### src/verilog/sspc_map.svh
// sspc_map.svh: register addresses, frame lengths, field positions,
// reset values and lock window counts of the serial port controller.
// assumes: included by its bare name from the design modules.
`ifndef SSPC_MAP_SVH
`define SSPC_MAP_SVH

// address nibble of a 32-clock frame
`define SSPC_ADDR_CTRL      4'h0
`define SSPC_ADDR_HOLD      4'h1
`define SSPC_ADDR_MAIN      4'h2
`define SSPC_ADDR_CONV      4'h3
`define SSPC_ADDR_SEC_HOLD  4'h4
`define SSPC_ADDR_SEC_CFG   4'h5

// frame lengths in shift clocks
`define SSPC_LEN_CTRL       6'h08
`define SSPC_LEN_HOLD       6'h10
`define SSPC_LEN_MAIN       6'h18
`define SSPC_LEN_ADDR       6'h20

// field positions
`define SSPC_C_OUTA_LEVEL   7
`define SSPC_C_OUTB_LEVEL   6
`define SSPC_C_SEC_STBY     2
`define SSPC_C_MAIN_STBY    1
`define SSPC_N_LOCK_WIN     22
`define SSPC_SC_OUTA_HI     21
`define SSPC_SC_OUTA_LO     20

// reset values: main loop starts in standby, output b floats
`define SSPC_CTRL_RST       8'h02
`define SSPC_ZERO16         16'h0000
`define SSPC_ZERO24         24'h000000

// lock window widths in clk cycles
`define SSPC_WIN_NARROW     8'h04
`define SSPC_WIN_WIDE       8'h10
`define SSPC_WIN_SEC        8'h08

`endif

### src/verilog/sspc_pkg.sv
// sspc_pkg: types shared by the serial port controller modules.
// assumes: compiled before every other design file.
package sspc_pkg;

	// destination of a finished frame
	typedef enum logic [2:0] {
		SSPC_DEST_NONE,
		SSPC_DEST_CTRL,
		SSPC_DEST_HOLD,
		SSPC_DEST_MAIN,
		SSPC_DEST_CONV,
		SSPC_DEST_SEC_HOLD,
		SSPC_DEST_SEC_CFG
	} sspc_dest_e;

	// serial receiver states
	typedef enum logic [1:0] {
		SSPC_RX_IDLE,
		SSPC_RX_SHIFT,
		SSPC_RX_LOST
	} sspc_rx_e;

endpackage

### src/verilog/sspc_frame_if.sv
// sspc_frame_if: finished frame from the serial receiver to the core.
// assumes: one clock; done is a one-cycle pulse, len and word stand with it.
`timescale 1ns/1ps
interface sspc_frame_if;
	logic        done;
	logic [5:0]  len;
	logic [31:0] word;

	modport rx   (output done, output len, output word);
	modport core (input done, input len, input word);
endinterface

### src/verilog/sspc_rx.sv
// sspc_rx: serial receiver, samples select, data and shift clock on clk.
// assumes: serial pins are synchronous to clk and slower than clk / 2.
`timescale 1ns/1ps
`include "sspc_map.svh"
module sspc_rx
	import sspc_pkg::*;
(
	// clock and reset
	input  logic clk,
	input  logic srst,
	// serial pins
	input  logic ser_sel_n,
	input  logic ser_data,
	input  logic ser_clk,
	// finished frame
	sspc_frame_if.rx frm
);

	sspc_rx_e    state_q;
	logic        sclk_q;
	logic        sel_n_q;
	logic [5:0]  cnt_q;
	logic [31:0] sh_q;
	logic        done_q;
	logic [5:0]  len_q;
	logic [31:0] word_q;

	// edge and level decode of the sampled pins
	wire rise    = ser_clk & ~sclk_q;
	wire sel_low = ~ser_sel_n & sel_n_q;
	wire sel_up  = ser_sel_n & ~sel_n_q;
	wire resync  = ser_sel_n & ~ser_clk;
	wire cnt_max = &cnt_q;

	// pin history
	always_ff @(posedge clk)
	begin
		sclk_q  <= srst ? 1'h0 : ser_clk;
		sel_n_q <= srst ? 1'h1 : ser_sel_n;
	end

	// frame state: select toggled under a high clock loses sync
	always_ff @(posedge clk)
	begin
		if (srst)
			state_q <= SSPC_RX_IDLE;
		else
			unique case (state_q)
				SSPC_RX_IDLE:
					if (sel_low)
						state_q <= ser_clk ? SSPC_RX_LOST : SSPC_RX_SHIFT;
				SSPC_RX_SHIFT:
					if (sel_up)
						state_q <= ser_clk ? SSPC_RX_LOST : SSPC_RX_IDLE;
				SSPC_RX_LOST:
					if (resync)
						state_q <= SSPC_RX_IDLE;
			endcase
	end

	// shift register, msb first on rising shift clock while selected
	always_ff @(posedge clk)
	begin
		if (srst || resync || state_q != SSPC_RX_SHIFT)
		begin
			cnt_q <= 6'h00;
			sh_q  <= 32'h0;
		end
		else if (rise)
		begin
			cnt_q <= cnt_max ? cnt_q : cnt_q + 6'h01;
			sh_q  <= {sh_q[30:0], ser_data};
		end
	end

	// hand the frame over when select returns high
	wire frame_end = (state_q == SSPC_RX_SHIFT) & sel_up & ~ser_clk;
	always_ff @(posedge clk)
	begin
		done_q <= ~srst & frame_end;
		if (frame_end)
		begin
			len_q  <= cnt_q;
			word_q <= sh_q;
		end
	end

	assign frm.done = done_q;
	assign frm.len  = len_q;
	assign frm.word = word_q;
endmodule

### src/verilog/sspc_top.sv
// sspc_top: serial loading port of a dual loop synthesiser with its
// register file, double buffered dividers, lock detect and pin logic.
// assumes: all inputs synchronous to clk; divider and detector pulses
// are one clk cycle wide and come from counters outside this block.
`timescale 1ns/1ps
`include "sspc_map.svh"

// Behaviour
// host holds select low while all bits of a frame are clocked.
// select returning high moves the shifted word to its register.
// data goes msb first, sampled on rising shift clock.
// 8 clocks load control, 16 reference holding, 24 main divider.
// 32 clocks pick the register by address nibble 0 to 5.
// converter, secondary holding and secondary config need 32 clocks.
// main divider write copies reference holding into active divider.
// main divider write also copies secondary holding into secondary.
// host never toggles select while shift clock is high.
// select high with clock low resynchronises the receiver.
// lock detect is the AND of both loop lock indications.
// main lock window chosen by a main divider bit, secondary fixed.
// standby loop ignored; both in standby holds lock detect low.
// loop lock high when detector inputs agree within the window.
// after power-up lock detect shows not locked until lock.
// output a picks static level, either divider, or detector pulse.
// divider and pulse selections rest low and pulse high.
// mode low drives differential divided reference, positive polarity.
// mode high makes dual pins polarity inputs, secondary then main.
// secondary divider uses half steps with mode high.
// mode low drives output b from a bit, else it picks reference.
// main loop standby floats output b.
// polarity input low is positive, high is negative.
// address nibble leads the 32-bit frame, payload trails.
// frames of any other length change no register.
module sspc_top
	import sspc_pkg::*;
#(
	parameter logic [7:0] WIN_NARROW = `SSPC_WIN_NARROW,
	parameter logic [7:0] WIN_WIDE   = `SSPC_WIN_WIDE,
	parameter logic [7:0] WIN_SEC    = `SSPC_WIN_SEC
)
(
	// clock and reset
	input  logic        clk,
	input  logic        srst,
	// serial port
	input  logic        ser_sel_n,
	input  logic        ser_data,
	input  logic        ser_clk,
	// configuration pin
	input  logic        cfg_mode,
	// counter pulses
	input  logic        main_ref_div_out,
	input  logic        sec_ref_div_out,
	input  logic        main_fb_pulse,
	input  logic        sec_fb_pulse,
	input  logic        divided_ref_out,
	// dual purpose pins
	input  logic        dual_p_i,
	input  logic        dual_n_i,
	output logic        dual_p_o,
	output logic        dual_n_o,
	output logic        dual_p_oe,
	output logic        dual_n_oe,
	// general outputs
	output logic        outa_o,
	output logic        outb_o,
	output logic        outb_oe,
	output logic        lock_detect_out,
	// settings to the analog and counter sections
	output logic [7:0]  control_byte,
	output logic [23:0] main_loop_divider,
	output logic [15:0] active_ref_divider,
	output logic [15:0] sec_loop_divider,
	output logic [15:0] converter_levels,
	output logic [23:0] sec_reference_config,
	output logic        lock_window_select,
	output logic        main_pol_neg,
	output logic        sec_pol_neg,
	output logic        ext_ref_sel,
	output logic        sec_ref_half_step
);

	sspc_frame_if frm ();

	sspc_rx u_rx (
		.clk       (clk),
		.srst      (srst),
		.ser_sel_n (ser_sel_n),
		.ser_data  (ser_data),
		.ser_clk   (ser_clk),
		.frm       (frm.rx)
	);

	// destination of a frame from its length and leading nibble
	function automatic sspc_dest_e dest_of(
		input logic [5:0] len,
		input logic [3:0] nib
	);
		sspc_dest_e d;
		d = SSPC_DEST_NONE;
		unique case (len)
			`SSPC_LEN_CTRL: d = SSPC_DEST_CTRL;
			`SSPC_LEN_HOLD: d = SSPC_DEST_HOLD;
			`SSPC_LEN_MAIN: d = SSPC_DEST_MAIN;
			`SSPC_LEN_ADDR:
				unique case (nib)
					`SSPC_ADDR_CTRL:     d = SSPC_DEST_CTRL;
					`SSPC_ADDR_HOLD:     d = SSPC_DEST_HOLD;
					`SSPC_ADDR_MAIN:     d = SSPC_DEST_MAIN;
					`SSPC_ADDR_CONV:     d = SSPC_DEST_CONV;
					`SSPC_ADDR_SEC_HOLD: d = SSPC_DEST_SEC_HOLD;
					`SSPC_ADDR_SEC_CFG:  d = SSPC_DEST_SEC_CFG;
					default:             d = SSPC_DEST_NONE;
				endcase
			default: d = SSPC_DEST_NONE;
		endcase
		return d;
	endfunction

	logic [7:0]  control_byte_q;
	logic [15:0] ref_hold_q;
	logic [23:0] main_div_q;
	logic [15:0] conv_q;
	logic [15:0] sec_hold_q;
	logic [23:0] sec_cfg_q;
	logic [15:0] act_ref_q;
	logic [15:0] sec_div_q;

	// write strobes, payload sits in the trailing bits
	sspc_dest_e dest;
	assign dest = dest_of(frm.len, frm.word[31:28]);
	wire [31:0] pay     = frm.word;
	wire we_ctrl     = frm.done & (dest == SSPC_DEST_CTRL);
	wire we_hold     = frm.done & (dest == SSPC_DEST_HOLD);
	wire we_main     = frm.done & (dest == SSPC_DEST_MAIN);
	wire we_conv     = frm.done & (dest == SSPC_DEST_CONV);
	wire we_sec_hold = frm.done & (dest == SSPC_DEST_SEC_HOLD);
	wire we_sec_cfg  = frm.done & (dest == SSPC_DEST_SEC_CFG);

	// control byte and holding registers
	always_ff @(posedge clk)
	begin
		if (srst)
		begin
			control_byte_q <= `SSPC_CTRL_RST;
			ref_hold_q     <= `SSPC_ZERO16;
			sec_hold_q     <= `SSPC_ZERO16;
		end
		else
		begin
			if (we_ctrl)
				control_byte_q <= pay[7:0];
			if (we_hold)
				ref_hold_q <= pay[15:0];
			if (we_sec_hold)
				sec_hold_q <= pay[15:0];
		end
	end

	// main divider with the simultaneous double buffer transfer
	always_ff @(posedge clk)
	begin
		if (srst)
		begin
			main_div_q <= `SSPC_ZERO24;
			act_ref_q  <= `SSPC_ZERO16;
			sec_div_q  <= `SSPC_ZERO16;
		end
		else if (we_main)
		begin
			main_div_q <= pay[23:0];
			act_ref_q  <= ref_hold_q;
			sec_div_q  <= sec_hold_q;
		end
	end

	// registers reachable only by addressed frames
	always_ff @(posedge clk)
	begin
		if (srst)
		begin
			conv_q    <= `SSPC_ZERO16;
			sec_cfg_q <= `SSPC_ZERO24;
		end
		else
		begin
			if (we_conv)
				conv_q <= pay[15:0];
			if (we_sec_cfg)
				sec_cfg_q <= pay[23:0];
		end
	end

	// control fields
	wire main_stby = control_byte_q[`SSPC_C_MAIN_STBY];
	wire sec_stby  = control_byte_q[`SSPC_C_SEC_STBY];
	wire outb_bit  = control_byte_q[`SSPC_C_OUTB_LEVEL];
	wire [1:0] outa_sel = {sec_cfg_q[`SSPC_SC_OUTA_HI],
		sec_cfg_q[`SSPC_SC_OUTA_LO]};
	assign lock_window_select = main_div_q[`SSPC_N_LOCK_WIN];

	// per loop inputs: index 0 main, 1 secondary
	wire [1:0] ref_p = {sec_ref_div_out, main_ref_div_out};
	wire [1:0] fb_p  = {sec_fb_pulse, main_fb_pulse};
	wire [1:0] stby  = {sec_stby, main_stby};
	wire [7:0] win [2];
	assign win[0] = lock_window_select ? WIN_WIDE : WIN_NARROW;
	assign win[1] = WIN_SEC;
	wire [1:0] loop_lock;
	wire [1:0] loop_open;

	// phase window lock detector, one per loop
	for (genvar i = 0; i < 2; i++)
	begin : g_lock
		logic       open_q;
		logic       ref_first_q;
		logic [7:0] gap_q;
		logic       lock_q;
		wire both  = ref_p[i] & fb_p[i];
		wire any   = ref_p[i] | fb_p[i];
		wire other = open_q & (ref_first_q ? fb_p[i] : ref_p[i]);
		wire late  = open_q & (gap_q >= win[i]);

		always_ff @(posedge clk)
		begin
			if (srst || stby[i])
			begin
				open_q      <= 1'h0;
				ref_first_q <= 1'h0;
				gap_q       <= 8'h00;
				lock_q      <= 1'h0;
			end
			else if (both)
			begin
				open_q <= 1'h0;
				lock_q <= ~open_q;
			end
			else if (other)
			begin
				open_q <= 1'h0;
				lock_q <= (gap_q < win[i]);
			end
			else if (any)
			begin
				open_q      <= 1'h1;
				ref_first_q <= ref_p[i];
				gap_q       <= 8'h00;
				if (open_q)
					lock_q <= 1'h0;
			end
			else if (open_q)
			begin
				gap_q <= (&gap_q) ? gap_q : gap_q + 8'h01;
				// a missing partner closes the window so the flag rests low
				if (late)
				begin
					open_q <= 1'h0;
					lock_q <= 1'h0;
				end
			end
		end

		assign loop_lock[i] = lock_q;
		assign loop_open[i] = open_q;
	end

	// combined lock detect, standby loops drop out of the product
	logic ld_q;
	wire ld_d = ((loop_lock[0] | main_stby) & (loop_lock[1] | sec_stby))
		& ~(main_stby & sec_stby);
	always_ff @(posedge clk)
	begin
		ld_q <= srst ? 1'h0 : ld_d;
	end

	// output a selection, pulses rest low
	logic outa_q;
	wire pd_pulse = |loop_open;
	wire outa_d = (outa_sel == 2'h0) ? control_byte_q[`SSPC_C_OUTA_LEVEL] :
		(outa_sel == 2'h1) ? main_ref_div_out :
		(outa_sel == 2'h2) ? sec_ref_div_out : pd_pulse;
	always_ff @(posedge clk)
	begin
		outa_q <= srst ? 1'h0 : outa_d;
	end

	// mode pin: polarity inputs or differential reference outputs
	logic main_pol_q;
	logic sec_pol_q;
	always_ff @(posedge clk)
	begin
		main_pol_q <= ~srst & cfg_mode & dual_n_i;
		sec_pol_q  <= ~srst & cfg_mode & dual_p_i;
	end

	// pin drive
	assign dual_p_o  = divided_ref_out;
	assign dual_n_o  = ~divided_ref_out;
	assign dual_p_oe = ~cfg_mode;
	assign dual_n_oe = ~cfg_mode;
	assign outb_o    = outb_bit;
	assign outb_oe   = ~cfg_mode & ~main_stby;
	assign ext_ref_sel       = cfg_mode & outb_bit;
	assign sec_ref_half_step = cfg_mode;
	assign main_pol_neg = main_pol_q;
	assign sec_pol_neg  = sec_pol_q;
	assign outa_o = outa_q;
	assign lock_detect_out = ld_q;

	// register images
	assign control_byte         = control_byte_q;
	assign main_loop_divider    = main_div_q;
	assign active_ref_divider   = act_ref_q;
	assign sec_loop_divider     = sec_div_q;
	assign converter_levels     = conv_q;
	assign sec_reference_config = sec_cfg_q;
endmodule
### config.mk
export PLATFORM = sky130hd
export DESIGN_NAME = sspc_top
export DESIGN_NICKNAME = d
export VERILOG_FILES = /design/src/verilog/sspc_pkg.sv /design/src/verilog/sspc_frame_if.sv /design/src/verilog/sspc_rx.sv /design/src/verilog/sspc_top.sv
export VERILOG_INCLUDE_DIRS = /design/src /design/src/verilog
export SDC_FILE = /design/constraint.sdc
export NUM_CORES = 1
export LEC_CHECK = 0
export ABC_AREA = 0
export BUFFER_PORTS_ARGS = -buffer_cell sky130_fd_sc_hd__buf_2
export CAP_MARGIN = 15
export CORE_ASPECT_RATIO = 0.5
export CORE_MARGIN = 1.5
export CORE_UTILIZATION = 62
export CTS_CLUSTER_DIAMETER = 50
export DETAILED_ROUTE_END_ITERATION = 7
export PLACE_DENSITY = 0.92
export SETUP_SLACK_MARGIN = 0.5
export SLEW_MARGIN = 25
export SYNTH_ARGS = -nofsm -noshare
export SYNTH_HDL_FRONTEND = slang
export SYNTH_SLANG_ARGS = --single-unit
### constraint.sdc
create_clock -name clk -period 6.6 [get_ports clk]
set_input_delay 0.33 -clock clk [delete_from_list [all_inputs] [get_ports clk]]
set_output_delay 0.33 -clock clk [all_outputs]
set_load 0.02 [all_outputs]
==> impl_metrics.prom, run 1 <==
# TYPE chip_impl_metric gauge
chip_impl_info{name="run_status",value="completed"} 1
chip_impl_metric{name="rr_worst_depth",unit=""} 5
chip_impl_info{name="grt_setup_unrepaired",value="no"} 1
chip_impl_metric{name="diodes",unit=""} 0
chip_impl_metric{name="cp.buffers_inverters",unit=""} 1
chip_impl_info{name="timing.critical_path.from",value="u_rx.frm.word[31]$_DFFE_PP_"} 1
chip_impl_metric{name="dr.pass1.iters",unit=""} 5
chip_impl_metric{name="total_placed_instance_area",unit="um2"} 10370
chip_impl_info{name="hold_path_class",value="in2reg"} 1
chip_impl_metric{name="grt_pass1_wl",unit="um"} 35890
chip_impl_metric{name="detailroute.via_count",unit=""} 7148
chip_impl_info{name="critical-path-slowest-cell",value="or4b_1"} 1
chip_impl_metric{name="drt_iter0_drc",unit=""} 543
chip_impl_metric{name="fin_skew",unit="ns"} 0.01287
chip_impl_metric{name="std_cell_rows",unit=""} 32
chip_impl_metric{name="detail_route.wirelength",unit="um"} 22280
chip_impl_metric{name="cts.htree.levels",unit=""} 1
chip_impl_metric{name="static-leakage-power",unit="nW"} 4.749
chip_impl_metric{name="finalInstanceArea",unit="um2"} 11050
chip_impl_info{name="critPathCapture",value="active_ref_divider[6]$_SDFFE_PP0P_"} 1
chip_impl_info{name="crit_path_cell_trace",value="or4b_1 -> o32ai_2 -> nor3b_4 -> buf_4 -> mux2i_1"} 1
chip_impl_info{name="tritoncts_clock_tree",value="yes"} 1
chip_impl_metric{name="synth.ff_latch_count",unit=""} 239
chip_impl_metric{name="detail_route.drc_violations",unit=""} 0
chip_impl_metric{name="synthDistinctLibCells",unit=""} 59
chip_impl_info{name="ctsRootBufferMaster",value="clkbuf_16"} 1
chip_impl_metric{name="antenna_found_initial",unit=""} 0
chip_impl_info{name="layout_common_cells",value="dfxtp_1 (205), nand2b_1 (151), mux2i_1 (139), buf_2 (128), nand2_1 (75)"} 1
chip_impl_metric{name="postCtsHoldBufs",unit=""} 0
chip_impl_metric{name="routedWlPerCell",unit="um"} 17.87
chip_impl_metric{name="power-per-cell-area",unit="nW/um2"} 256.6
chip_impl_metric{name="critical_path_arrival",unit="ns"} 3.12
chip_impl_metric{name="setup-violations-final",unit=""} 0
chip_impl_metric{name="r2r_slack",unit="ns"} 3.90
chip_impl_metric{name="port_buffers",unit=""} 129
chip_impl_metric{name="timing.critical_path.required",unit="ns"} 7.02
chip_impl_metric{name="insertion_delay",unit="ns"} 0.51
chip_impl_metric{name="grt_pass1_vias",unit=""} 7044
chip_impl_metric{name="final-max-slew-violation-count",unit=""} 0
chip_impl_info{name="layout.cells.most_common",value="dfxtp_1"} 1
chip_impl_metric{name="synth_area",unit="um2"} 9664
chip_impl_metric{name="ctsLongestPathBuffers",unit=""} 3
chip_impl_metric{name="tightest_slew",unit="ns"} 0.8425
chip_impl_info{name="reg2reg_from",value="u_rx.frm.word[31]$_DFFE_PP_"} 1
chip_impl_metric{name="pin_count_of_the_biggest_net_entering_global_routing",unit=""} 118
chip_impl_metric{name="grt_overflow_total",unit=""} 0
chip_impl_metric{name="drt.antenna.violating_nets",unit=""} 0
chip_impl_metric{name="buffers_inserted_by_post_cts_timing_repair",unit=""} 0
chip_impl_metric{name="boundaryPins",unit=""} 130
chip_impl_metric{name="synth_enable_flop_cells",unit=""} 34
chip_impl_metric{name="syn_avg_cell_area",unit="um2"} 10.44
chip_impl_info{name="cp-start-kind",value="register"} 1
chip_impl_metric{name="place.gp.congestion",unit=""} 0.9061
chip_impl_metric{name="post_synth_inst_count",unit=""} 926
chip_impl_info{name="reg2reg_to",value="active_ref_divider[6]$_SDFFE_PP0P_"} 1
chip_impl_metric{name="timing.fmax",unit="GHz"} 0.3704
chip_impl_metric{name="vdd_drop_max",unit="mV"} 0.1908
chip_impl_metric{name="period_needed",unit="ns"} 2.700
chip_impl_metric{name="ys_async_sr_fraction",unit="%"} 0
chip_impl_metric{name="flow.area_growth_from_synthesis",unit="%"} 14.36
chip_impl_metric{name="die_x",unit="um"} 179.6
chip_impl_metric{name="max_fanout_on_critical_path",unit=""} 38
chip_impl_metric{name="layout-drive-gt1-share",unit="%"} 17.45
chip_impl_metric{name="tns",unit="ns"} 0
chip_impl_metric{name="syn-num-nets",unit=""} 949
chip_impl_metric{name="synth_seq_area_share",unit="%"} 53.03
chip_impl_metric{name="num-fill-cells",unit=""} 954
chip_impl_metric{name="timing.critical_path.slowest_cell_delay",unit="ns"} 0.63
chip_impl_metric{name="relSlewSlack",unit="%"} 43.53
chip_impl_metric{name="maxCapViolations",unit=""} 0
chip_impl_metric{name="global_route_usage_over_all_layers",unit="%"} 27.15
chip_impl_info{name="primary_flip_flop_cell_chosen_by_synthesis_mapping",value="dfxtp_1"} 1
chip_impl_metric{name="core_area",unit="um2"} 15330
chip_impl_metric{name="clkTransAtPathRegs",unit="ns"} 0.07
chip_impl_metric{name="detailedPlacementHpwl",unit="um"} 14310
chip_impl_info{name="setup.worst_path.end_class",value="register"} 1
chip_impl_metric{name="net_count_final",unit=""} 1052
chip_impl_metric{name="hold_violations",unit=""} 0
chip_impl_metric{name="floorplan.initialDensity",unit="%"} 63.02
chip_impl_info{name="crit_type",value="reg2reg"} 1
chip_impl_metric{name="dieArea",unit="um2"} 16390
chip_impl_metric{name="postCtsResizedCells",unit=""} 0
chip_impl_metric{name="drt-vias-per-instance",unit=""} 5.732
chip_impl_metric{name="cts.sinks",unit=""} 239
chip_impl_metric{name="totalPowerFinal",unit="W"} 0.002836
chip_impl_metric{name="die-height",unit="um"} 91.28
chip_impl_metric{name="cts-buffers-inserted",unit=""} 21
chip_impl_info{name="crit_family",value="simple AND/OR/NAND/NOR gates"} 1
chip_impl_metric{name="synthesis.yosys.warnings",unit=""} 0
chip_impl_metric{name="final_min_period_over_clock_period",unit="%"} 40.90
chip_impl_metric{name="critical_path_depth",unit=""} 5
## through the flow
stage / hold slack, ns / instances / util, % / worst slack, ns
detailed placement: 0.4223 / 1210 / 67.61 / 4.032
CTS: 0.06148 / 1247 / 72.03 / 3.944
global placement: 0.4234 / 1209 / 67.53 / 3.988
global route: 0.07370 / 1247 / 72.07 / 3.810
floorplan: 0.4081 / 926 / - / 2.936
finish: 0.07212 / 1247 / 72.07 / 3.900
## metal layers
layer | wire, um | global-route usage [%] | vias to the layer above
met5 | 0 | 0 | -
met4 | 646 | 9.375 | 0
met3 | 1544 | 4.854 | 54
met2 | 10600 | 46.25 | 292
met1 | 9486 | 35.05 | 3413
li1 | - | - | 3389
## where the power goes
part	internal, W	leakage, nW	switching, W
Combinational	0.0000444	2.49	0.0000736
Clock	0.000694	0.325	0.000537
Sequential	0.00148	1.93	0.00000786
Total	0.00222	4.75	0.000618
## logic make-up (layout without fill, tap and decap cells)
group	count (synthesis)	in the layout	share of synthesized area [%]
buf+inv	77	194	3.690
simple gates	345	345	19.60
fa+ha+maj	10	10	1.295
xor+xnor	7	7	0.6344
mux	139	139	14.40
compound gates	109	109	7.354
flops	239	239	53.03
## flip-flops by register name (all words and copies together), names as in the netlist, 24 cells and up
signal and count:
u_rx.frm.word 28, sec_reference_config 24, u_rx.sh_q 32, main_loop_divider 24
## cell type report
class | instances | area [um2] | area share, %
Clock buffer | 29 | 575.6 | 5.208
Clock inverter | 8 | 102.6 | 0.9283
Inverter | 19 | 71.32 | 0.6453
Multi-Input combinational cell | 610 | 4203 | 38.03
Sequential cell | 239 | 5125 | 46.37
Tap cell | 204 | 255.2 | 2.310
Timing Repair Buffer | 138 | 719.4 | 6.510
## worst min-delay path by stage
stage	start	end	slack, ns	cells past startpoint
floorplan	u_rx.sh_q[31]$_SDFFE_PP0P_	u_rx.frm.word[31]$_DFFE_PP_	0.41	0
global placement	u_rx.sh_q[31]$_SDFFE_PP0P_	u_rx.frm.word[31]$_DFFE_PP_	0.42	0
detailed placement	u_rx.sh_q[31]$_SDFFE_PP0P_	u_rx.frm.word[31]$_DFFE_PP_	0.42	0
CTS	ser_sel_n	u_rx.sel_n_q$_SDFF_PP1_	0.06	2
global route	ser_sel_n	u_rx.sel_n_q$_SDFF_PP1_	0.07	2
finish	ser_sel_n	u_rx.sel_n_q$_SDFF_PP1_	0.07	2
## Yosys cell counts, types with 2 or more instances
library cell,instances,area (um2)
ha_1,10,125.1
nand2b_1,151,944.7
o31ai_1,2,15.01
nor3_1,3,15.01
a311oi_1,5,43.79
nor2_1,45,168.9
buf_2,6,30.03
edfxtp_1,34,1021
inv_1,19,71.32
nand3b_1,3,22.52
xnor2_1,7,61.31
dfxtp_1,205,4104
and4b_1,2,20.02
nand2_1,75,281.5
o2111ai_1,3,26.28
a21oi_1,50,250.2
clkbuf_1,40,150.1
nor4b_1,3,26.28
mux2i_1,139,1391
or4_1,2,15.01
and4_1,2,17.52
nand4_1,4,25.02
a211oi_1,5,37.54
o22a_1,2,17.52
o22ai_1,2,12.51
buf_4,8,60.06
o221ai_1,3,26.28
o21ai_0,13,65.06
nor2b_1,9,56.30
nor3b_1,3,22.52
and2_1,5,31.28
a2111o_1,5,56.30
o21a_1,2,15.01
o211ai_1,3,22.52
a2111oi_0,3,26.28
or3_1,2,12.51
a31oi_1,3,18.77
nand4bb_1,2,22.52
buf_8,2,30.03
and3_1,4,25.02
or2_2,4,25.02
nand3_1,19,95.09
Note: power is estimated with default switching activity, not from simulation.
==> run 2, diff against run 1 <==
--- a/config.mk
+++ b/config.mk
@@ -6,15 +6,15 @@
 export SDC_FILE = /design/constraint.sdc
 export NUM_CORES = 1
 export LEC_CHECK = 0
-export ABC_AREA = 0
+export ABC_AREA = 1
 export BUFFER_PORTS_ARGS = -buffer_cell sky130_fd_sc_hd__buf_2
 export CAP_MARGIN = 15
 export CORE_ASPECT_RATIO = 0.5
 export CORE_MARGIN = 1.5
-export CORE_UTILIZATION = 62
+export CORE_UTILIZATION = 52
 export CTS_CLUSTER_DIAMETER = 50
 export DETAILED_ROUTE_END_ITERATION = 7
-export PLACE_DENSITY = 0.92
+export PLACE_DENSITY = 0.83
 export SETUP_SLACK_MARGIN = 0.5
 export SLEW_MARGIN = 25
 export SYNTH_ARGS = -nofsm -noshare
==> constraint.sdc (replaced) <==
create_clock -name clk -period 2.4 [get_ports clk]
set_input_delay 0.12 -clock clk [delete_from_list [all_inputs] [get_ports clk]]
set_output_delay 0.12 -clock clk [all_outputs]
set_load 0.02 [all_outputs]
==> run 2 against run 1 <==
Effect of this change: first-iteration DRC count rose by 87%; non-clock buffer count increased by 37; sequential share of layout area is 2.6 points lower; register-to-register slack got worse by 3.5 ns; cell count increased by 32%; total power grew to 2.8 times the previous value; area after synthesis increased by 1.0%; routed wire length is 22% higher; clock power increased to 2.8 times the previous value; clock-buffer cell count rose by 6; clock skew increased by 0.019 ns; largest power group unchanged.
==> impl_metrics.prom, run 2 <==
# TYPE chip_impl_metric gauge
chip_impl_info{name="run_status",value="completed"} 1
chip_impl_metric{name="vdd_drop_max",unit="mV"} 0.4242
chip_impl_info{name="largest-register",value="u_rx.sh_q"} 1
chip_impl_metric{name="synth-compound-area-share",unit="%"} 7.679
chip_impl_metric{name="rr_worst_depth",unit=""} 10
chip_impl_metric{name="tightest_slew",unit="ns"} 0.8805
chip_impl_metric{name="grt_pass1_vias",unit=""} 7998
chip_impl_metric{name="synthDistinctLibCells",unit=""} 31
chip_impl_info{name="crit_type",value="reg2reg"} 1
chip_impl_metric{name="clkTransAtPathRegs",unit="ns"} 0.07
chip_impl_metric{name="synth_enable_flop_cells",unit=""} 34
chip_impl_metric{name="cts-buffers-inserted",unit=""} 22
chip_impl_info{name="critical-path-slowest-cell",value="edfxtp_1"} 1
chip_impl_metric{name="detail_route.drc_violations",unit=""} 0
chip_impl_info{name="ctsRootBufferMaster",value="clkbuf_16"} 1
chip_impl_metric{name="place.gp.congestion",unit=""} 0.8741
chip_impl_metric{name="die_x",unit="um"} 196.8
chip_impl_metric{name="ctsLongestPathBuffers",unit=""} 3
chip_impl_metric{name="grt_util_met2",unit="%"} 41.89
chip_impl_info{name="tritoncts_clock_tree",value="yes"} 1
chip_impl_info{name="primary_flip_flop_cell_chosen_by_synthesis_mapping",value="dfxtp_1"} 1
chip_impl_info{name="layout.cells.most_common",value="nand2_1"} 1
chip_impl_metric{name="muxShareOfSynthArea",unit="%"} 0
chip_impl_info{name="grt_setup_unrepaired",value="yes"} 1
chip_impl_metric{name="timing.critical_path.slowest_cell_delay",unit="ns"} 0.46
chip_impl_metric{name="critical_path_arrival",unit="ns"} 2.43
chip_impl_metric{name="detailroute.via_count",unit=""} 9145
chip_impl_metric{name="cts.htree.levels",unit=""} 1
chip_impl_metric{name="num-fill-cells",unit=""} 1410
chip_impl_metric{name="timing.critical_path.required",unit="ns"} 2.83
chip_impl_metric{name="synthesis.yosys.warnings",unit=""} 0
chip_impl_info{name="synth.largest_area_cell",value="dfxtp_1"} 1
chip_impl_metric{name="utilization",unit="%"} 63.71
chip_impl_metric{name="net_count_final",unit=""} 1418
chip_impl_metric{name="finalInstanceArea",unit="um2"} 11720
chip_impl_metric{name="synthDominantCellAreaShare",unit="%"} 42.05
chip_impl_info{name="holdCritStartpoint",value="srst"} 1
chip_impl_metric{name="post_synth_inst_count",unit=""} 1267
chip_impl_info{name="layout_common_cells",value="nand2_1 (322), dfxtp_1 (204), nor2_1 (190), a21oi_1 (129), buf_2 (129)"} 1
chip_impl_metric{name="maxCapViolations",unit=""} 0
chip_impl_metric{name="boundaryPins",unit=""} 130
chip_impl_metric{name="totalPowerFinal",unit="W"} 0.008004
chip_impl_info{name="reg2reg_to",value="sec_hold_q[11]$_SDFFE_PP0P_"} 1
chip_impl_metric{name="max_reg_flops",unit=""} 32
chip_impl_metric{name="synth_area",unit="um2"} 9761
chip_impl_metric{name="core_area",unit="um2"} 18390
chip_impl_metric{name="crit_path_setup_slack_layout",unit="ns"} 0.3998
chip_impl_metric{name="holdPathStages",unit=""} 4
chip_impl_metric{name="tns",unit="ns"} 0
chip_impl_metric{name="diodes",unit=""} 0
chip_impl_metric{name="drt.antenna.violating_nets",unit=""} 0
chip_impl_metric{name="synth_seq_area_share",unit="%"} 52.51
chip_impl_metric{name="period_needed",unit="ns"} 2.000
chip_impl_metric{name="die-height",unit="um"} 99.88
chip_impl_metric{name="max_fanout_on_critical_path",unit=""} 16
chip_impl_info{name="critical-path-top-cell-by-count",value="nor2_4"} 1
chip_impl_metric{name="drt_iter0_drc",unit=""} 1015
chip_impl_metric{name="floorplan.initialDensity",unit="%"} 53.07
chip_impl_metric{name="ys_async_sr_fraction",unit="%"} 0
chip_impl_metric{name="post-place-ws",unit="ns"} 0.3624
chip_impl_metric{name="detailedPlacementHpwl",unit="um"} 16200
chip_impl_info{name="most_congested_layer_reported_by_global_routing",value="met2"} 1
chip_impl_info{name="combinational_family_with_the_most_area_after_synthesis",value="simple AND/OR/NAND/NOR gates"} 1
chip_impl_metric{name="layout-drive-gt1-share",unit="%"} 15.88
chip_impl_metric{name="final_min_period_over_clock_period",unit="%"} 83.34
chip_impl_metric{name="global_route_usage_over_all_layers",unit="%"} 24.88
chip_impl_metric{name="port_buffers",unit=""} 129
chip_impl_metric{name="static-leakage-power",unit="nW"} 5.074
chip_impl_info{name="synth.top_cells.by_area",value="dfxtp_1 (42%), nand2_1 (13%), edfxtp_1 (10%), nor2_1 (7.5%), a21oi_1 (6.6%)"} 1
chip_impl_info{name="synth_common_cells",value="nand2_1 (326), dfxtp_1 (205), nor2_1 (194)"} 1
chip_impl_info{name="post-synth-top-count-cell",value="nand2_1"} 1
chip_impl_metric{name="drt-vias-per-instance",unit=""} 5.539
chip_impl_info{name="setup.worst_path.end_class",value="register"} 1
chip_impl_metric{name="hold_violations",unit=""} 0
chip_impl_metric{name="routedWlPerCell",unit="um"} 16.47
chip_impl_metric{name="fin_skew",unit="ns"} 0.03161
chip_impl_metric{name="synthXorXnorAreaFrac",unit="%"} 0.9871
chip_impl_metric{name="std_cell_rows",unit=""} 35
chip_impl_info{name="reg2reg_from",value="u_rx.frm.len[0]$_DFFE_PP_"} 1
chip_impl_metric{name="dieArea",unit="um2"} 19650
chip_impl_metric{name="power-per-cell-area",unit="nW/um2"} 683.0
chip_impl_metric{name="arithmetic_cell_share_of_the_synthesized_area_counting_full_adders_half_adders_and_majority_gates",unit="%"} 1.282
chip_impl_metric{name="timing.fmax",unit="GHz"} 0.5000
chip_impl_metric{name="setup-violations-final",unit=""} 0
chip_impl_metric{name="detail_route.wirelength",unit="um"} 27200
chip_impl_metric{name="relSlewSlack",unit="%"} 41.30
chip_impl_metric{name="syn_avg_cell_area",unit="um2"} 7.704
chip_impl_metric{name="pin_count_of_the_biggest_net_entering_global_routing",unit=""} 87
chip_impl_info{name="worstHoldEndpoint",value="u_rx.sh_q[21]$_SDFFE_PP0P_"} 1
chip_impl_metric{name="cts.sinks",unit=""} 239
chip_impl_metric{name="r2r_slack",unit="ns"} 0.40
chip_impl_metric{name="synth.ff_latch_count",unit=""} 239
chip_impl_metric{name="grt_overflow_total",unit=""} 0
chip_impl_metric{name="antenna_found_initial",unit=""} 0
chip_impl_metric{name="syn-num-nets",unit=""} 1290
chip_impl_metric{name="synth_simple_gate_area_share",unit="%"} 29.34
chip_impl_metric{name="dr.pass1.iters",unit=""} 8
chip_impl_metric{name="flow.area_growth_from_synthesis",unit="%"} 20.06
chip_impl_info{name="cp-start-kind",value="register"} 1
chip_impl_metric{name="grt_pass1_wl",unit="um"} 39720
chip_impl_info{name="crit_path_cell_trace",value="nor2_4 -> nand2_2 -> nor2_4 -> nand2_1 -> nand2_2 -> nand3_2 -> nor2_4 -> buf_12 -> nor2_1 -> nor2_1"} 1
chip_impl_info{name="hold_path_class",value="in2reg"} 1
chip_impl_metric{name="total_placed_instance_area",unit="um2"} 10500
chip_impl_metric{name="final-max-slew-violation-count",unit=""} 0
chip_impl_metric{name="groute.layer.met3.usage",unit="%"} 4.066
chip_impl_metric{name="insertion_delay",unit="ns"} 0.52
chip_impl_metric{name="grt_util_met1",unit="%"} 33.74
==> run 2: cell types whose count changed in the layout (fill, tap and decap cells not counted), sizes merged, moves of 55 or more <==
cell    previous run  this run
mux2i            139         0
a21oi             50       129
nor2              45       201
nand2             75       327
nand4              4        59
nand2b           151         0
inv               20       109
==> run 2: metrics by stage <==
step,hold WS (ns),instances
CTS,0.04183,1633
global route,0.07475,1651
floorplan,0.2337,1267
finish,0.08270,1651
detailed placement,0.3669,1582
global placement,0.3410,1582
==> run 2: metal layers <==
metal	up-vias	wire, um
met1	4279	11380
met2	451	12630
met5	-	0
li1	4333	-
met4	0	896
met3	82	2289
==> run 2: worst max-delay path by stage <==
stage	cells past startpoint	startpoint	to
after floorplan	4	u_rx.state_q[1]$_SDFFE_PP0P_	u_rx.frm.len[0]$_DFFE_PP_
after global placement	8	u_rx.frm.len[1]$_DFFE_PP_	sec_hold_q[5]$_SDFFE_PP0P_
after detailed placement	10	u_rx.frm.len[2]$_DFFE_PP_	sec_reference_config[23]$_SDFFE_PP0P_
after CTS	10	u_rx.frm.len[2]$_DFFE_PP_	sec_reference_config[23]$_SDFFE_PP0P_
after global routing	10	u_rx.frm.len[0]$_DFFE_PP_	sec_hold_q[2]$_SDFFE_PP0P_
final	10	u_rx.frm.len[0]$_DFFE_PP_	sec_hold_q[11]$_SDFFE_PP0P_
==> run 2: critical path, delay by kind of cell (launching register included) <==
family,cells,cell delay (ns)
buf+inv,1,0.16
flops,1,0.46
simple gates,9,1.28
==> run 2: kinds of logic after synthesis <==
| family | Yosys count |
|---|---|
| simple gates | 676 |
| flops | 239 |
| buf+inv | 184 |
| compound gates | 147 |
| xor+xnor | 11 |
| fa+ha+maj | 10 |
==> run 2: layout make-up <==
cell class / instances / area (um2) / share of cell area (%)
sequential: 239 / 5126 / 43.74
multi-input combinational: 845 / 3956 / 33.76
tap: 240 / 300.3 / 2.562
clock inverter: 5 / 72.57 / 0.6193
timing repair buffer: 175 / 1199 / 10.23
clock buffer: 35 / 639.4 / 5.456
inverter: 112 / 425.4 / 3.630
==> run 2: power by group <==
group	total (W)	internal (W)	switching, W	leakage (nW)
logic	0.000416	0.000119	0.000298	2.74
registers	0.00412	0.00409	0.0000316	1.99
clock network	0.00347	0.00195	0.00151	0.346
total	0.00800	0.00616	0.00184	5.07
==> run 2: repair_timing <==
item,4_1_cts,5_1_grt
resized for setup,8,33
endpoints found under the hold margin,10,0
setup endpoints to repair,91,142
hold buffers,11,0
pin swaps,0,10
setup buffers,0,13
cloned,0,5
==> run 3, diff against run 2 <==
--- a/config.mk
+++ b/config.mk
@@ -6,15 +6,15 @@
 export SDC_FILE = /design/constraint.sdc
 export NUM_CORES = 1
 export LEC_CHECK = 0
-export ABC_AREA = 1
+export ABC_AREA = 0
 export BUFFER_PORTS_ARGS = -buffer_cell sky130_fd_sc_hd__buf_2
 export CAP_MARGIN = 15
 export CORE_ASPECT_RATIO = 0.5
 export CORE_MARGIN = 1.5
-export CORE_UTILIZATION = 52
+export CORE_UTILIZATION = 57
 export CTS_CLUSTER_DIAMETER = 50
 export DETAILED_ROUTE_END_ITERATION = 7
-export PLACE_DENSITY = 0.83
+export PLACE_DENSITY = 0.86
 export SETUP_SLACK_MARGIN = 0.5
 export SLEW_MARGIN = 25
 export SYNTH_ARGS = -nofsm -noshare
==> constraint.sdc (replaced) <==
create_clock -name clk -period 2 [get_ports clk]
set_input_delay 0.1 -clock clk [delete_from_list [all_inputs] [get_ports clk]]
set_output_delay 0.1 -clock clk [all_outputs]
set_load 0.02 [all_outputs]
==> run 3 against run 2 <==
Effect of this change: the flow now finishes with violations (negative setup slack); setup slack got worse by 0.61 ns; register-to-register slack got worse by 0.61 ns; die area decreased by 9.5%; non-clock buffer count increased by 31; via count decreased by 14%; critical path depth decreased by 4; clock skew decreased by 0.011 ns; total power increased by 18%; clock power increased by 15%; final area increased by 5.0%; maximum frequency decreased by 9.6%; largest power group unchanged.
==> impl_metrics.prom, run 3 (same netlist as run 1, synthesis figures left out) <==
# TYPE chip_impl_metric gauge
chip_impl_info{name="crit_path_cell_trace",value="or4b_4 -> o32ai_4 -> nor3b_4 -> buf_4 -> buf_16 -> mux2i_4"} 1
chip_impl_info{name="holdCritStartpoint",value="main_fb_pulse"} 1
chip_impl_metric{name="insertion_delay",unit="ns"} 0.51
chip_impl_metric{name="drt-vias-per-instance",unit=""} 5.863
chip_impl_metric{name="ctsLongestPathBuffers",unit=""} 3
chip_impl_info{name="critical-path-slowest-cell",value="or4b_4"} 1
chip_impl_metric{name="global_route_usage_over_all_layers",unit="%"} 26.01
chip_impl_metric{name="finalInstanceArea",unit="um2"} 12310
chip_impl_metric{name="cts-buffers-inserted",unit=""} 21
chip_impl_metric{name="setup-violations-final",unit=""} 80
chip_impl_info{name="cp-start-kind",value="register"} 1
chip_impl_metric{name="floorplan.initialDensity",unit="%"} 58.66
chip_impl_metric{name="layout-drive-gt1-share",unit="%"} 28.69
chip_impl_info{name="layout_common_cells",value="dfxtp_1 (184), nand2b_1 (150), mux2i_1 (136), buf_2 (127), nand2_1 (74)"} 1
chip_impl_metric{name="grt_pass1_wl",unit="um"} 37160
chip_impl_info{name="tritoncts_clock_tree",value="yes"} 1
chip_impl_metric{name="grt_overflow_total",unit=""} 0
chip_impl_info{name="timing.critical_path.from",value="u_rx.frm.word[31]$_DFFE_PP_"} 1
chip_impl_metric{name="static-leakage-power",unit="nW"} 5.236
chip_impl_metric{name="totalPowerFinal",unit="W"} 0.009413
chip_impl_metric{name="boundaryPins",unit=""} 130
chip_impl_metric{name="detailedPlacementHpwl",unit="um"} 14690
chip_impl_metric{name="final-max-slew-violation-count",unit=""} 0
chip_impl_metric{name="relSlewSlack",unit="%"} 62.14
chip_impl_metric{name="die_x",unit="um"} 187.1
chip_impl_metric{name="net_count_final",unit=""} 1120
chip_impl_metric{name="flow.area_growth_from_synthesis",unit="%"} 27.34
chip_impl_metric{name="pin_count_of_the_biggest_net_entering_global_routing",unit=""} 53
chip_impl_info{name="layout.cells.most_common",value="dfxtp_1"} 1
chip_impl_info{name="setup.worst_path.end_class",value="register"} 1
chip_impl_info{name="crit_type",value="reg2reg"} 1
chip_impl_metric{name="drt.antenna.violating_nets",unit=""} 0
chip_impl_metric{name="detailroute.via_count",unit=""} 7851
chip_impl_info{name="run_status",value="complete, but fails checks"} 1
chip_impl_info{name="ctsRootBufferMaster",value="clkbuf_16"} 1
chip_impl_metric{name="timing.fmax",unit="GHz"} 0.4517
chip_impl_metric{name="fin_skew",unit="ns"} 0.02094
chip_impl_metric{name="dieArea",unit="um2"} 17790
chip_impl_metric{name="max_reg_flops",unit=""} 32
chip_impl_info{name="grt_setup_unrepaired",value="yes"} 1
chip_impl_metric{name="crit_path_setup_slack_layout",unit="ns"} -0.2137
chip_impl_metric{name="tightest_slew",unit="ns"} 0.5678
chip_impl_metric{name="core_area",unit="um2"} 16470
chip_impl_metric{name="drt_iter0_drc",unit=""} 751
chip_impl_metric{name="port_buffers",unit=""} 129
chip_impl_metric{name="place.gp.congestion",unit=""} 0.8942
chip_impl_info{name="reg2reg_from",value="u_rx.frm.word[31]$_DFFE_PP_"} 1
chip_impl_metric{name="total_placed_instance_area",unit="um2"} 10700
chip_impl_metric{name="detail_route.wirelength",unit="um"} 26910
chip_impl_metric{name="detail_route.drc_violations",unit=""} 0
chip_impl_metric{name="timing.critical_path.required",unit="ns"} 2.43
chip_impl_metric{name="power-per-cell-area",unit="nW/um2"} 764.8
chip_impl_metric{name="dr.pass1.iters",unit=""} 7
chip_impl_metric{name="hold_violations",unit=""} 0
chip_impl_metric{name="die-height",unit="um"} 95.08
chip_impl_metric{name="cts.htree.levels",unit=""} 1
chip_impl_metric{name="routedWlPerCell",unit="um"} 20.10
chip_impl_metric{name="timing.critical_path.slowest_cell_delay",unit="ns"} 0.59
chip_impl_metric{name="clkTransAtPathRegs",unit="ns"} 0.07
chip_impl_metric{name="maxCapViolations",unit=""} 0
chip_impl_metric{name="cts.sinks",unit=""} 239
chip_impl_metric{name="period_needed",unit="ns"} 2.214
chip_impl_metric{name="grt_pass1_vias",unit=""} 7243
chip_impl_info{name="hold_path_class",value="in2reg"} 1
chip_impl_metric{name="std_cell_rows",unit=""} 33
chip_impl_metric{name="final_min_period_over_clock_period",unit="%"} 110.7
chip_impl_metric{name="diodes",unit=""} 0
chip_impl_metric{name="vdd_drop_max",unit="mV"} 0.5511
chip_impl_metric{name="critical_path_arrival",unit="ns"} 2.64
chip_impl_metric{name="max_fanout_on_critical_path",unit=""} 11
chip_impl_metric{name="antenna_found_initial",unit=""} 0
chip_impl_info{name="failed_checks",value="negative setup slack"} 1
chip_impl_info{name="largest-register",value="u_rx.sh_q"} 1
[run 3: changes by cell type in the layout (fill, tap and decap cells not counted), moves of 8 or more]
| cell | delta |
|---|---|
| inv_1 | -93 |
| nand2b_1 | +150 |
| nand3_1 | -51 |
| xor2_1 | -11 |
| nand2_1 | -248 |
| a21oi_1 | -82 |
| dfxtp_1 | -20 |
| dfxtp_4 | +8 |
| nand4_1 | -55 |
| buf_6 | +11 |
| mux2i_1 | +136 |
| nor2_1 | -147 |
| buf_4 | +21 |
| dfxtp_2 | +12 |
[run 3: path summary, 6_finish.rpt]
path / slack (ns) / end / depth (start not counted)
worst max-delay path: -0.21 / active_ref_divider[9]$_SDFFE_PP0P_ / 6
worst min-delay path: 0.06 / g_lock[0].open_q$_SDFF_PP0_ / 3
worst max register to register: -0.21 / active_ref_divider[9]$_SDFFE_PP0P_ / 6
worst min register to register: 0.44 / u_rx.frm.word[31]$_DFFE_PP_ / 0
[run 3: repair_timing]
action | 4_1_cts | 5_1_grt
pin swaps | 18 | 17
resized for setup | 62 | 59
hold endpoints to repair | 10 | 0
hold buffers | 10 | 0
gates cloned | 2 | 2
buffers inserted | 16 | 14
endpoints found under the setup margin | 151 | 155
[run 3: where the power goes]
group | switching (W) | internal [W] | total, W | leakage [nW]
Sequential | 0.0000334 | 0.00488 | 0.00491 | 1.94
Combinational | 0.000295 | 0.000222 | 0.000517 | 2.96
Clock | 0.00181 | 0.00218 | 0.00398 | 0.331
[run 3: per-stage QoR]
stage                     cells  hold WS (ns)  utilization (%)  setup TNS (ns)  setup WS [ns]
after floorplan             926        0.2038                -               0        0.01221
after global routing       1339       0.06470            74.70          -13.24        -0.2648
after global placement     1257        0.3496            64.95         -0.6782       -0.02491
final                      1339       0.06395            74.70          -9.830        -0.2137
after CTS                  1323       0.03136            72.35          -3.841        -0.1026
after detailed placement   1257        0.3550            64.95          -3.904        -0.1095
[run 3: layout make-up]
type                            instances  area [um2]
Clock inverter                         10       65.06
Tap cell                              227       284.0
Sequential cell                       239        5171
Timing Repair Buffer                  206        1493
Clock buffer                           28       613.1
Inverter                               19       73.82
Multi-Input combinational cell        610        4607
Fill cell                             956        4168
[run 3: critical path, delay by kind of cell (launching register included)]
kind / cells / cell delay [ns]
AO/OA/AOI/OAI: 1 / 0.23
buffers and inverters: 2 / 0.36
flip-flops: 1 / 0.40
multiplexers: 1 / 0.25
AND/OR/NAND/NOR: 2 / 0.88
[run 3: routing by layer]
layer / wire length, um / share of wire [%] / vias up / track usage [%]
met5: 0 / 0 / - / 0
met1: 10700 / 40 / 3797 / 32.40
li1: - / - / 3528 / -
met4: 1102 / 4.1 / 0 / 9.073
met2: 13120 / 49 / 411 / 46.13
met3: 1985 / 7.4 / 115 / 4.821
